$ cat src/hdl/sat_map.vh
// Constants for the sector address translator
// What this block does
// Below capacity limit, a CHS default translation is selected after power-on reset.
// LBA translation is always available regardless of capacity.
// Above capacity limit, LBA is the default after power-on reset.
// Optional CHS translation above the limit exposes at most the limit in sectors.
// Small devices accept other geometries chosen by the initialise-parameters command.
// Sector field runs from 1 to current maximum, never above 255.
// Head field runs from 0 to current maximum, never above 15.
// Cylinder field runs from 0 to current maximum, never above 65535.
// Host gives sectors per track and heads; device computes cylinder count.
// Stepping increments sector first, then head, then cylinder.
// Addressing method is held for the whole command and used for reported addresses.
// Host picks CHS or LBA per command with the select bit.
// LBA accepted on every media command; format track too in this design.
// Select bit ignored for commands that do not touch media.
// LBA 0 equals C0/H0/S1 and LBA is independent of translation.
// LBA equals ((cyl*heads + head)*spt) + sector - 1.
// Sector register carries start sector in CHS, LBA bits 7-0 in LBA.
// Failed media command reloads address registers with failing address.
// Sector 0 or out-of-range CHS field aborts the command without media access.
`ifndef SAT_MAP_VH
`define SAT_MAP_VH
`define SAT_CHS_LIMIT 28'hfc0000
`define SAT_MAX_SECT 8'hff
`define SAT_MAX_HEAD 5'h10
`define SAT_MAX_CYL 17'h10000
`define SAT_DEF_SPT 8'h3f
`define SAT_DEF_HEADS 5'h10
`define SAT_ONE_SECT 8'h01
`define SAT_ST_IDLE 3'h0
`define SAT_ST_MUL1 3'h1
`define SAT_ST_MUL2 3'h2
`define SAT_ST_RUN 3'h3
`define SAT_ST_DIV 3'h4
`define SAT_DIV_STEPS 5'h1c
`define SAT_QUO_TOP 5'h11
`endif

$ cat src/hdl/sat_chs_step.v
// Next CHS address in sequential order
`timescale 1ns/1ps
`include "sat_map.vh"
module sat_chs_step (
    // Current address
    input wire [7:0] sect,
    input wire [3:0] head,
    input wire [15:0] cyl,
    // Current geometry
    input wire [7:0] spt,
    input wire [4:0] heads,
    // Next address
    output reg [7:0] sect_nx,
    output reg [3:0] head_nx,
    output reg [15:0] cyl_nx
);
    always @* begin
        sect_nx = sect + `SAT_ONE_SECT;
        head_nx = head;
        cyl_nx = cyl;
        if (sect >= spt) begin
            sect_nx = `SAT_ONE_SECT;
            head_nx = head + 4'h1;
            if ({1'b0, head} >= heads - 5'h01) begin
                head_nx = 4'h0;
                cyl_nx = cyl + 16'h0001;
            end
        end
    end
endmodule

$ cat src/hdl/sat_top.v
// Sector address translator: geometry, range check, CHS to LBA, stepping
`timescale 1ns/1ps
`include "sat_map.vh"
module sat_top (
    // Clock and reset
    input wire clk,
    input wire rst_n,
    // Device capacity in sectors
    input wire [27:0] capacity,
    // Geometry setup request
    input wire geo_set,
    input wire [7:0] geo_spt,
    input wire [3:0] geo_head_max,
    output wire geo_busy,
    // Command start
    input wire cmd_start,
    input wire cmd_media,
    input wire cmd_lba_sel,
    input wire [7:0] cmd_sect_num,
    input wire [7:0] cmd_cyl_lo,
    input wire [7:0] cmd_cyl_hi,
    input wire [3:0] cmd_head_lba,
    // Sector stepping and end of command
    input wire step,
    input wire cmd_end,
    input wire cmd_fail,
    // Results
    output reg chs_valid_q,
    output reg lba_mode_q,
    output reg cmd_active_q,
    output reg addr_ok_q,
    output reg abort_q,
    output reg [27:0] lba_q,
    output reg [7:0] spt_q,
    output reg [4:0] heads_q,
    output reg [15:0] cyl_max_q,
    // Address registers on error
    output reg err_load_q,
    output reg [7:0] err_sect_num_q,
    output reg [7:0] err_cyl_lo_q,
    output reg [7:0] err_cyl_hi_q,
    output reg [3:0] err_head_lba_q
);
    reg [2:0] st_q;
    reg [7:0] sect_q;
    reg [3:0] head_q;
    reg [15:0] cyl_q;
    reg [27:0] acc_q;
    reg [27:0] rem_q;
    reg [16:0] quo_q;
    reg [12:0] div_q;
    reg [4:0] cnt_q;
    reg init_q;
    wire [7:0] sect_nx;
    wire [3:0] head_nx;
    wire [15:0] cyl_nx;
    // Capacity that a CHS translation may expose
    wire big = capacity > `SAT_CHS_LIMIT;
    wire [27:0] cap_chs = big ? `SAT_CHS_LIMIT : capacity;
    wire [7:0] in_s = cmd_sect_num;
    wire [15:0] in_c = {cmd_cyl_hi, cmd_cyl_lo};
    // Refusal check for a CHS start
    wire chs_ok = (in_s != 8'h00) && (in_s <= spt_q) && ({1'b0, cmd_head_lba} < heads_q)
        && ({1'b0, in_c} < {1'b0, cyl_max_q});
    // Divisor shifted into place, wide enough that none of its bits fall off
    wire [40:0] div_sh = {28'h0, div_q} << (cnt_q - 5'h1);
    // Quotient bits above the top fold into it, so a huge count saturates
    wire [16:0] quo_bit = (cnt_q > `SAT_QUO_TOP) ? `SAT_MAX_CYL : (17'h1 << (cnt_q - 5'h1));
    assign geo_busy = (st_q == `SAT_ST_DIV) || !init_q;

    // Next address in sequential CHS order
    sat_chs_step u_step (
        .sect(sect_q),
        .head(head_q),
        .cyl(cyl_q),
        .spt(spt_q),
        .heads(heads_q),
        .sect_nx(sect_nx),
        .head_nx(head_nx),
        .cyl_nx(cyl_nx)
    );

    ////////////////////////////////////////////////////////////////////////////
    // Geometry, command and conversion sequencing
    always @(posedge clk or negedge rst_n) begin
        if (!rst_n) begin
            st_q <= `SAT_ST_IDLE;
            init_q <= 1'b0;
            chs_valid_q <= 1'b0;
            lba_mode_q <= 1'b0;
            cmd_active_q <= 1'b0;
            addr_ok_q <= 1'b0;
            abort_q <= 1'b0;
            lba_q <= 28'h0;
            spt_q <= `SAT_DEF_SPT;
            heads_q <= `SAT_DEF_HEADS;
            cyl_max_q <= 16'h0;
            sect_q <= 8'h0;
            head_q <= 4'h0;
            cyl_q <= 16'h0;
            acc_q <= 28'h0;
            rem_q <= 28'h0;
            quo_q <= 17'h0;
            div_q <= 13'h0;
            cnt_q <= 5'h0;
            err_load_q <= 1'b0;
            err_sect_num_q <= 8'h0;
            err_cyl_lo_q <= 8'h0;
            err_cyl_hi_q <= 8'h0;
            err_head_lba_q <= 4'h0;
        end else begin
            abort_q <= 1'b0;
            err_load_q <= 1'b0;
            case (st_q)
                `SAT_ST_IDLE: begin
                    if (!init_q) begin
                        // Default geometry after power-on; capacity picks the default method
                        init_q <= 1'b1;
                        chs_valid_q <= 1'b0;
                        lba_mode_q <= big;
                        div_q <= `SAT_DEF_SPT * `SAT_DEF_HEADS;
                        rem_q <= cap_chs;
                        quo_q <= 17'h0;
                        cnt_q <= `SAT_DIV_STEPS;
                        st_q <= `SAT_ST_DIV;
                    end else if (geo_set && !cmd_active_q && geo_spt != 8'h00) begin
                        // Host geometry: heads arrive as the highest head number
                        spt_q <= geo_spt;
                        heads_q <= {1'b0, geo_head_max} + 5'h01;
                        div_q <= geo_spt * ({1'b0, geo_head_max} + 5'h01);
                        rem_q <= cap_chs;
                        quo_q <= 17'h0;
                        cnt_q <= `SAT_DIV_STEPS;
                        chs_valid_q <= 1'b0;
                        st_q <= `SAT_ST_DIV;
                    end else if (cmd_start) begin
                        cmd_active_q <= 1'b1;
                        // Method is latched and held to the end of the command
                        lba_mode_q <= cmd_media & cmd_lba_sel;
                        sect_q <= in_s;
                        head_q <= cmd_head_lba;
                        cyl_q <= in_c;
                        if (!cmd_media) begin
                            addr_ok_q <= 1'b1;
                            st_q <= `SAT_ST_RUN;
                        end else if (cmd_lba_sel) begin
                            // Packed head, cylinder high, cylinder low, sector
                            lba_q <= {cmd_head_lba, in_c, in_s};
                            addr_ok_q <= 1'b1;
                            st_q <= `SAT_ST_RUN;
                        end else if (!chs_valid_q || !chs_ok) begin
                            addr_ok_q <= 1'b0;
                            // Refused CHS address: no media access, one-cycle abort
                            abort_q <= 1'b1;
                            cmd_active_q <= 1'b0;
                        end else begin
                            acc_q <= {12'h0, in_c} * {23'h0, heads_q} + {24'h0, cmd_head_lba};
                            st_q <= `SAT_ST_MUL1;
                        end
                    end
                end
                `SAT_ST_MUL1: begin
                    acc_q <= acc_q * {20'h0, spt_q};
                    st_q <= `SAT_ST_MUL2;
                end
                `SAT_ST_MUL2: begin
                    // Sector numbers start at 1, so one is taken off
                    lba_q <= acc_q + {20'h0, sect_q} - 28'h1;
                    addr_ok_q <= 1'b1;
                    st_q <= `SAT_ST_RUN;
                end
                `SAT_ST_RUN: begin
                    if (cmd_end || cmd_fail) begin
                        cmd_active_q <= 1'b0;
                        addr_ok_q <= 1'b0;
                        st_q <= `SAT_ST_IDLE;
                        if (cmd_fail) begin
                            // Failing address goes back in the command's own method
                            err_load_q <= 1'b1;
                            if (lba_mode_q) begin
                                err_sect_num_q <= lba_q[7:0];
                                err_cyl_lo_q <= lba_q[15:8];
                                err_cyl_hi_q <= lba_q[23:16];
                                err_head_lba_q <= lba_q[27:24];
                            end else begin
                                err_sect_num_q <= sect_q;
                                err_cyl_lo_q <= cyl_q[7:0];
                                err_cyl_hi_q <= cyl_q[15:8];
                                err_head_lba_q <= head_q;
                            end
                        end
                    end else if (step) begin
                        // The linear address follows the step in either method
                        if (lba_mode_q) begin
                            lba_q <= lba_q + 28'h1;
                        end else begin
                            sect_q <= sect_nx;
                            head_q <= head_nx;
                            cyl_q <= cyl_nx;
                            lba_q <= lba_q + 28'h1;
                        end
                    end
                end
                `SAT_ST_DIV: begin
                    // Restoring divide: cylinders = cap_chs / (spt * heads)
                    if (cnt_q != 5'h0) begin
                        cnt_q <= cnt_q - 5'h1;
                        if ({13'h0, rem_q} >= div_sh) begin
                            rem_q <= rem_q - div_sh[27:0];
                            quo_q <= quo_q | quo_bit;
                        end
                    end else begin
                        // Count saturates at the largest cylinder count
                        cyl_max_q <= (quo_q >= `SAT_MAX_CYL) ? 16'hffff : quo_q[15:0];
                        chs_valid_q <= (quo_q != 17'h0);
                        st_q <= `SAT_ST_IDLE;
                    end
                end
                default: st_q <= `SAT_ST_IDLE;
            endcase
        end
    end
endmodule

$ cat config.mk
export PLATFORM = sky130hd
export DESIGN_NAME = sat_top
export DESIGN_NICKNAME = d
export VERILOG_FILES = /design/src/hdl/sat_chs_step.v /design/src/hdl/sat_top.v
export VERILOG_INCLUDE_DIRS = /design/src /design/src/hdl
export SDC_FILE = /design/constraint.sdc
export NUM_CORES = 1
export LEC_CHECK = 0
export BUFFER_PORTS_ARGS = -buffer_cell sky130_fd_sc_hd__buf_2
export CAP_MARGIN = 20
export CORE_UTILIZATION = 30
export DETAILED_ROUTE_END_ITERATION = 10
export PLACE_DENSITY_LB_ADDON = 0.2
export SLEW_MARGIN = 10
export SYNTH_ARGS = -nofsm -noshare
export SYNTH_HDL_FRONTEND = slang
export SYNTH_SLANG_ARGS = --single-unit
$ cat constraint.sdc
create_clock -name clk -period 8.5 [get_ports clk]
set_clock_uncertainty 0.2 [all_clocks]
set_input_delay 1.7 -clock clk [delete_from_list [all_inputs] [get_ports clk]]
set_output_delay 1.7 -clock clk [all_outputs]
set_load 0.05 [all_outputs]
==> results of run 1 <==
## layout make-up
cell class | instances | area (µm²)
clock buffers | 36 | 749
multi-input cells | 2270 | 17300
inverters | 356 | 1340
well taps | 1060 | 1330
repair buffers | 204 | 1140
flip-flops and latches | 214 | 5370
fillers | 8549 | 53200
clock inverters | 12 | 146
## metal layers
layer / vias up / track usage [%]
met5: - / 0
met4: 0 / 3.75
met3: 72 / 2.91
met2: 487 / 33.1
met1: 10421 / 26.8
li1: 10266 / -
## cells in the mapped netlist, drive strengths merged (23+ instances only)
master,count,area share [%]
nand2,365,5.6
inv,342,5.2
nor2,255,3.9
o21ai,223,4.6
ha,213,11
dfrtp,207,21
fa,198,16
a21oi,188,3.9
clkbuf,98,1.5
and2,72,1.8
xnor2,70,2.5
nor3,69,1.5
nand3,60,1.2
mux2i,50,2.0
a21o,47,1.4
xor2,45,1.6
o22ai,31,0.79
nand2b,27,0.69
nor2b,26,0.66
a211oi,25,0.77
buf,23,0.58
## cells by family (layout without fill, tap and decap cells)
group,count (synthesis),count (layout),share of synthesized area (%)
simple gates,976,976,18.2
flops,214,214,21.9
fa+ha+maj,411,411,27.1
mux,72,72,3.49
compound gates,696,696,17.6
buf+inv,477,608,7.54
xor+xnor,115,115,4.15
## flip-flops by register name, summed over array words and instances, names as in the netlist, 4 cells and up
name and count:
quo_q 17, heads_q 5, rem_q 28, div_q 13
err_cyl_hi_q 8, err_head_lba_q 4, acc_q 28, cyl_max_q 16
lba_q 28, head_q 4, spt_q 8, err_cyl_lo_q 8
err_sect_num_q 8, sect_q 8, cyl_q 16, cnt_q 5
## final timing paths
path / start / endpoint / slack (ps)
worst max-delay path: spt_q[2]$_DFFE_PN1P_ / acc_q[20]$_DFFE_PN0P_ / 2020
worst min-delay path: err_cyl_lo_q[5]$_DFFE_PN0P_ / err_cyl_lo_q[5]$_DFFE_PN0P_ / 280
worst max register to register: spt_q[2]$_DFFE_PN1P_ / acc_q[20]$_DFFE_PN0P_ / 2020
worst min register to register: err_cyl_lo_q[5]$_DFFE_PN0P_ / err_cyl_lo_q[5]$_DFFE_PN0P_ / 280
max in group asynchronous: rst_n / st_q[0]$_DFFE_PN0P_ / 5930
min in group asynchronous: rst_n / sect_q[1]$_DFFE_PN0P_ / 940
## worst max-delay path, cell delays in order (launching register included)
cell	delay (ps)
dfstp_2	570
clkinv_1	650
nor2_1	350
fa_1	460
fa_1	470
fa_1	540
inv_1	60
fa_1	530
inv_1	40
ha_1	360
a21o_1	190
a2111oi_0	440
a211o_1	290
o21ai_0	170
a2111oi_0	490
o41ai_1	130
xor2_1	160
o221a_2	240
## per-stage QoR
stage	util, %	cell area (µm²)	cells	hold WS, ps	worst slack [ps]
2_1_floorplan	-	24500	2961	254	2590
3_3_place_gp	32.8	26400	4103	261	2170
3_5_place_dp	32.8	26400	4103	265	2030
4_1_cts	33.9	27300	4151	277	2070
5_1_grt	33.9	27300	4152	298	1670
6_report	33.9	27300	4152	275	2020
==> metrics.txt, run 1 <==
Die Width=roughly 290 µm; Worst Max-Slew Pin Slew=1080 ps; setup bufs post-CTS=0; maxcap violations=0; CP Launch Type=flop; initial antenna violation count=0; Die ar.=0.0827 mm²; largest net degree at the start of global routing=119; drt wl/cell=19.5 µm; commonest non-fill, non-tap cells in the layout=363 x nand2_1, 341 x inv_1, 255 x nor2_1; vias in the first global route=21332; Min-Delay Path Class=reg -> reg; critical path class=reg -> reg; CTS tree=yes; Top Layer Used=met4; number of clock sinks=roughly 210; Rows=approximately 100; Clk Latency, worst-skew pair=560 ps; final worst path period share=76.3%; antenna-violating nets left=0; post-route minimum period=about 6500 ps; pins over their slew limit=0; number of buffers created by CTS=26; YS warnings=0; DR vias=approximately 21000; Die H=around 290 µm; gpl congestion=0.887; Slew HR=27.8%; share of flip-flops with an asynchronous set or reset=100%; initial DRC count=1282; wire length on met3=4.14 mm; vias per inst=5.12; Max Root-Sink Buffers=3; Total GRT Usage=19.7%; Final Hold Fails=0; post-detail-place hpwl=63.8 mm; Worst setup EP type=flop; Syn Std Cell Area=about 0.024 mm²; crit path max fanout=18; area grow syn2layout=11.7%; post_cts resized=0; clk slew on worst S/H paths=70 ps; unrepaired setup endpoints after global routing=false; final wirelength=80.9 mm; FMAX=0.154 GHz; most common cell after layout, fill and taps aside=nand2_1; Yosys reg bits=214; FF-to-FF path depth=17; wire length on met2=38.2 mm; Pre-antenna DRT Iters=6; Cells after Synth=2961; Cells on Worst Hold Path=2; synth unique cells=~80; Seq/Total Area, Yosys=21.9%; Main synth FF type=dfrtp_1; Synthesized Nets=around 3400; Post-synth EDFFs=0; Setup TNS=0 ps; GRT overflow=0; layout cells sized above 1=9.67%; hold buffer count at cts=0; Critical Path AT=6730 ps; met1 WL=approximately 37 mm; Critical Path RT=8740 ps; # diodes=0; final setup fails=0; Nets=3560; syn_area_per_cell=8.26 µm²; DRC=0; IO Pins=169; IO Port Bufs=around 170; status=completed; initial core utilization=a little under a third; Root Driver=clkbuf_16; CTS HTree Levels=1; core area=around 0.081 mm²; global-route wire length before repair=127 mm
Power of run 1 is left out: the tool's default activity adds up to more than one toggle a clock period on the data nets, which glitch-free logic cannot reach.
==> inputs of run 2 (changes only) <==
ABC_AREA = 1   (was not set)
clock period = 6.6 ns   (was 8.5 ns; I/O delays follow)
==> metrics.txt, run 2 <==
synth top area cells=dfrtp_1 19%, nand2_1 15%, fa_1 15%; antenna-violating nets left=0 (unchanged); DR vias=26278 (+24%); post-route minimum period=5560 ps (-928 ps); syn_area_per_cell=6.75 µm² (-18%); post-synth top area cell=dfrtp_1; Post-synth EDFFs=0 (unchanged); GR Layer Usage met1=29.8% (+3.0 points); area share of the largest cell type after synthesis=19.0% (-2.1 points); biggest regs=acc_q: 28 flops, lba_q: 28 flops, rem_q: 28 flops; critical path class=reg -> reg; gpl congestion=0.928 (+4.6%); Root Driver=clkbuf_16; vias in the first global route=25609 (+20%); CP Launch Type=flop; pins over their slew limit=0 (unchanged); FF-to-FF path depth=20 (+3); clk slew on worst S/H paths=60 ps (about the same); Critical Path RT=6930 ps (-1810 ps); placed cell area=0.0291 mm² (+10%); Die Width=303 µm (+5.4%); grt met2 use=33.3% (+0.22 points); Synth Area in Adders=24.4% (-2.7 points); final worst path period share=84.2% (+7.9 points); final wirelength=96.1 mm (+19%); initial DRC count=1866 (+46%); number of buffers created by CTS=27 (+3.8%); crit path max fanout=23 (+5); Main synth FF type=dfrtp_1; met3 Use GR=2.91% (+0.0047 points); Clk Latency, worst-skew pair=590 ps (+30 ps); simple logic cell fraction of the synthesized area=27.7% (+9.5 points); unrepaired setup endpoints after global routing=false; most common cell after layout, fill and taps aside=nand2_1; post-detail-place hpwl=76.3 mm (+20%); area grow syn2layout=10.3%; synth unique cells=57 (-28%); Pre-antenna DRT Iters=6 (unchanged); largest family of logic cells by synthesized area=simple AND/OR/NAND/NOR gates; Nets=4594 (+29%); Worst setup EP type=flop; hold buffer count at cts=0 (unchanged); setup bufs post-CTS=0 (unchanged); Yosys reg bits=214 (unchanged); Seq/Total Area, Yosys=19.7% (-2.2 points); maxcap violations=0 (unchanged); status=completed; Cells on Worst Hold Path=2 (unchanged); initial core utilization=30.3% (-0.10 points); Die ar.=0.0919 mm² (+11%); Rows=110 (+5.8%); post_cts resized=0 (unchanged); global-route wire length before repair=149 mm (+17%); Synthesized Nets=4518 (+31%); Total GRT Usage=20.9% (+1.2 points); Slew HR=29.9% (+2.1 points); number of clock sinks=214 (unchanged); layout cells sized above 1=7.20% (-2.5 points); Worst Max-Slew Pin Slew=1050 ps (-31.9 ps); CTS HTree Levels=1 (unchanged); GRT overflow=0 (unchanged); setup slack after layout=1040 ps (-972 ps); Syn Std Cell Area=0.0272 mm² (+11%); post-synthesis mux area share=0% (-3.5 points); Final Hold Fails=0 (unchanged); top-count cell post-synth=nand2_1; commonest non-fill, non-tap cells in the layout=1100 x nand2_1, 740 x inv_1, 295 x nand3_1; Max Root-Sink Buffers=3 (unchanged); finished layout cell area=0.0300 mm² (+9.8%); compound-gate portion of the synthesized area=13.2% (-4.4 points); vias per inst=4.96 (-3.1%); Critical Path AT=5890 ps (-840 ps); Inst Count DP=5252 (+28%); core area=0.0899 mm² (+12%); DRC=0 (unchanged); synth cell count leaders=1100 x nand2_1, 740 x inv_1, 295 x nand3_1; # diodes=0 (unchanged); IO Port Bufs=168 (unchanged); final non-filler cell total=5302 (+28%); drt wl/cell=18.1 µm (-6.9%); GR peak layer=met2; final setup fails=0 (unchanged); Setup TNS=0 ps (unchanged); pre-CTS setup slack=924 ps (-1110 ps); Die H=303 µm (+5.4%); IO Pins=169 (unchanged); share of flip-flops with an asynchronous set or reset=100% (unchanged); CTS tree=yes; FMAX=0.180 GHz (+17%); Min-Delay Path Class=reg -> reg; Cells after Synth=4030 (+36%); post-synthesis xor/xnor area fraction=2.09% (-2.1 points); YS warnings=0 (unchanged); largest net degree at the start of global routing=141 (+18%); initial antenna violation count=8 (+8)
[run 2: changes by cell type in the layout (fill, tap and decap cells not counted), moves of 27 or more]
cell	change
nand2b_1	-27
mux2i_1	-50
inv_1	+399
nand3_1	+235
nand2_1	+737
a21o_1	-39
xnor2_1	-48
o21ai_0	+72
and2_1	-72
nor3_1	-28
[run 2: kinds of logic after synthesis]
family / Yosys count
AO/OA/AOI/OAI: 645
XOR/XNOR: 65
adder cells (fa/ha/maj): 411
buffers and inverters: 897
flip-flops: 214
AND/OR/NAND/NOR: 1798
[run 2: cell type report]
class                           instances  area (µm²)
Inverter                              751        2820
Clock inverter                         10         174
Timing Repair Buffer                  193        1070
Sequential cell                       214        5360
Tap cell                             1176        1470
Multi-Input combinational cell       2919       18400
Clock buffer                           39         761
Fill cell                            9970       59900
[run 2: final timing paths]
kind | from | end | slack, ps
setup / recovery | spt_q[7]$_DFFE_PN0P_ | acc_q[19]$_DFFE_PN0P_ | 1040
hold / removal | rem_q[0]$_DFFE_PN0P_ | rem_q[0]$_DFFE_PN0P_ | 280
setup reg to reg | spt_q[7]$_DFFE_PN0P_ | acc_q[19]$_DFFE_PN0P_ | 1040
hold reg to reg | rem_q[0]$_DFFE_PN0P_ | rem_q[0]$_DFFE_PN0P_ | 280
max in group asynchronous | rst_n | rem_q[2]$_DFFE_PN0P_ | 4400
min in group asynchronous | rst_n | err_cyl_hi_q[1]$_DFFE_PN0P_ | 490
[run 2: metal layers]
metal,routed length (µm),vias to the layer above
met1,45400,12581
met4,2450,8
met2,43000,641
li1,-,12929
met3,5250,119
met5,49,-
[run 2: critical path: stages (launching register included)]
cell	delay, ps
dfrtp_1	1030
nand2_1	180
fa_1	550
fa_1	540
inv_1	50
fa_1	520
inv_1	50
fa_1	520
inv_1	40
ha_1	340
nand2_1	90
inv_1	50
a21boi_0	380
o21ai_0	290
nand2_1	110
nand2_1	90
nand2_1	80
nand2_1	40
o21ai_0	180
nand3_1	90
nand2_1	70
[run 2: per-stage QoR]
stage / util (%) / hold slack [ps]
global route: 33.4 / 297
CTS: 33.4 / 284
floorplan: - / 242
detailed placement: 32.3 / 270
global placement: 32.3 / 263
finish: 33.4 / 279
Power of run 2 is left out for the same reason.
==> inputs of run 3 (changes only) <==
ABC_AREA = 0   (was 1)
clock period = 4.7 ns   (was 6.6 ns; I/O delays follow)
==> metrics.txt, run 3 (same netlist as run 1, synthesis figures left out) <==
initial core utilization=30.4% (+0.10 points); final core occ=39.0% (+5.6 points); Min-Delay Path Class=in -> async; IO Pins=169 (unchanged); Worst Setup SP=spt_q[2]$_DFFE_PN1P_; post-detail-place hpwl=69.9 mm (-8.4%); drt wl/cell=19.3 µm (+6.6%); unrepaired setup endpoints after global routing=true; initial DRC count=1256 (-33%); Die Width=288 µm (-5.1%); wire length on met2=43.2 mm (+0.40%); initial antenna violation count=2 (-6); GRT overflow=0 (unchanged); status=finished with violations; Total GRT Usage=21.1% (+0.19 points); Final Hold Fails=0 (unchanged); number of buffers created by CTS=29 (+7.4%); number of clock sinks=214 (unchanged); core area=0.0805 mm² (-10%); reg2reg start=spt_q[2]$_DFFE_PN1P_; failing checks=setup timing; CP Launch Type=flop; layout cells sized above 1=24.2% (+17 points); Worst setup EP type=flop; worst hold slack=184 ps (-95.3 ps); pins over their slew limit=0 (unchanged); Clk Latency, worst-skew pair=570 ps (-20 ps); biggest regs=acc_q: 28 flops, lba_q: 28 flops, rem_q: 28 flops; DRC=0 (unchanged); Root Driver=clkbuf_16; final wirelength=87.0 mm (-9.5%); most common cell after layout, fill and taps aside=nand2_1; setup slack after layout=-619 ps (-1660 ps); Worst Max-Slew Pin Slew=933 ps (-118 ps); post-route minimum period=5320 ps (-238 ps); wire length on met3=3.65 mm (-30%); Critical Path AT=5570 ps (-320 ps); maxcap violations=0 (unchanged); gpl congestion=0.904 (-2.5%); antenna-violating nets left=0 (unchanged); Die ar.=0.0827 mm² (-10%); area grow syn2layout=28.3%; critical path class=reg -> reg; final setup fails=18 (+18); commonest non-fill, non-tap cells in the layout=352 x nand2_1, 351 x buf_4, 325 x inv_1; IO Port Bufs=168 (unchanged); Slew HR=37.6% (+7.7 points); Rows=104 (-5.5%); # diodes=0 (unchanged); Top Layer Used=met5; hold buffer count at cts=0 (unchanged); Nets=3910 (-15%); Critical Path RT=4950 ps (-1980 ps); crit path max fanout=5 (-78%); CTS tree=yes; met1 WL=37.8 mm (-17%); vias per inst=5.04 (+1.7%); CTS HTree Levels=1 (unchanged); Die H=288 µm (-5.1%); FF-to-FF path depth=20 (unchanged); # fillers=8360 (-16%); vias in the first global route=23240 (-9.3%); Max Root-Sink Buffers=3 (unchanged); FMAX=0.188 GHz (+4.5%); global-route wire length before repair=137 mm (-8.5%); clk slew on worst S/H paths=70 ps (about the same); Pre-antenna DRT Iters=5 (-1); largest net degree at the start of global routing=95 (-33%); final worst path period share=113% (+29 points); DR vias=22706 (-14%)
==> run 3: cell types whose count changed in the layout (fill, tap and decap cells not counted), sizes merged, moves of 39 or more <==
| cell | delta |
|---|---|
| a21o | +39 |
| and2 | +72 |
| nand3 | -238 |
| xnor2 | +49 |
| mux2i | +50 |
| inv | -405 |
| buf | +355 |
| nand2 | -748 |
| o21ai | -65 |
==> run 3: final cells by class <==
| cell class | count | area (µm²) | share of cell area [%] |
|---|---|---|---|
| timing repair buffer | 551 | 4060 | 12.9 |
| clock buffer | 40 | 837 | 2.67 |
| sequential | 214 | 5380 | 17.1 |
| clock inverter | 13 | 129 | 0.411 |
| inverter | 356 | 1390 | 4.44 |
| multi-input combinational | 2270 | 18300 | 58.2 |
| tap | 1060 | 1330 | 4.22 |
==> run 3: metrics by stage <==
stage	cell area, µm²	TNS (ps)	worst slack, ps	std cells
finish	31400	-7020	-619	4504
CTS	30800	-7830	-668	4487
detailed placement	29300	-11350	-708	4414
global route	31400	-10660	-845	4504
global placement	29300	-10770	-679	4414
floorplan	24900	-4850	-580	2961
==> run 3: worst paths after layout <==
| kind | endpoint | slack, ps |
|---|---|---|
| min reg2reg | err_sect_num_q[6]$_DFFE_PN0P_ | 270 |
| max in group asynchronous | spt_q[4]$_DFFE_PN1P_ | 3090 |
| max | acc_q[18]$_DFFE_PN0P_ | -620 |
| max reg2reg | acc_q[18]$_DFFE_PN0P_ | -620 |
| min | rem_q[13]$_DFFE_PN0P_ | 180 |
| min in group clk | err_sect_num_q[6]$_DFFE_PN0P_ | 270 |
==> run 3: metal layers <==
layer  vias up  track usage (%)
met3       109             2.39
met1     11157             27.3
met5         -                0
met4         2             5.47
li1      10982                -
met2       456             37.1
==> run 3: what timing repair did <==
action                     in CTS  in global routing
cloned                          1                  2
setup endpoints to repair      19                 66
gates resized for setup        81                 97
pin swaps                      72                 57
setup buffers                  19                 15
==> run 3: critical path: stages (launching register included) <==
cell and delay (ps):
dfstp_4 650, inv_8 40, bufbuf_16 270, nor2_4 80, fa_1 430, fa_1 490, fa_1 490, inv_1 50
fa_1 520, inv_2 50, ha_4 300, and3_4 210, a2111oi_4 30, a211o_1 360, buf_6 160, o21ai_4 160
buf_6 130, a21oi_2 60, mux2_4 300, a21oi_2 160, a221oi_2 50
Power of run 3 is left out for the same reason.
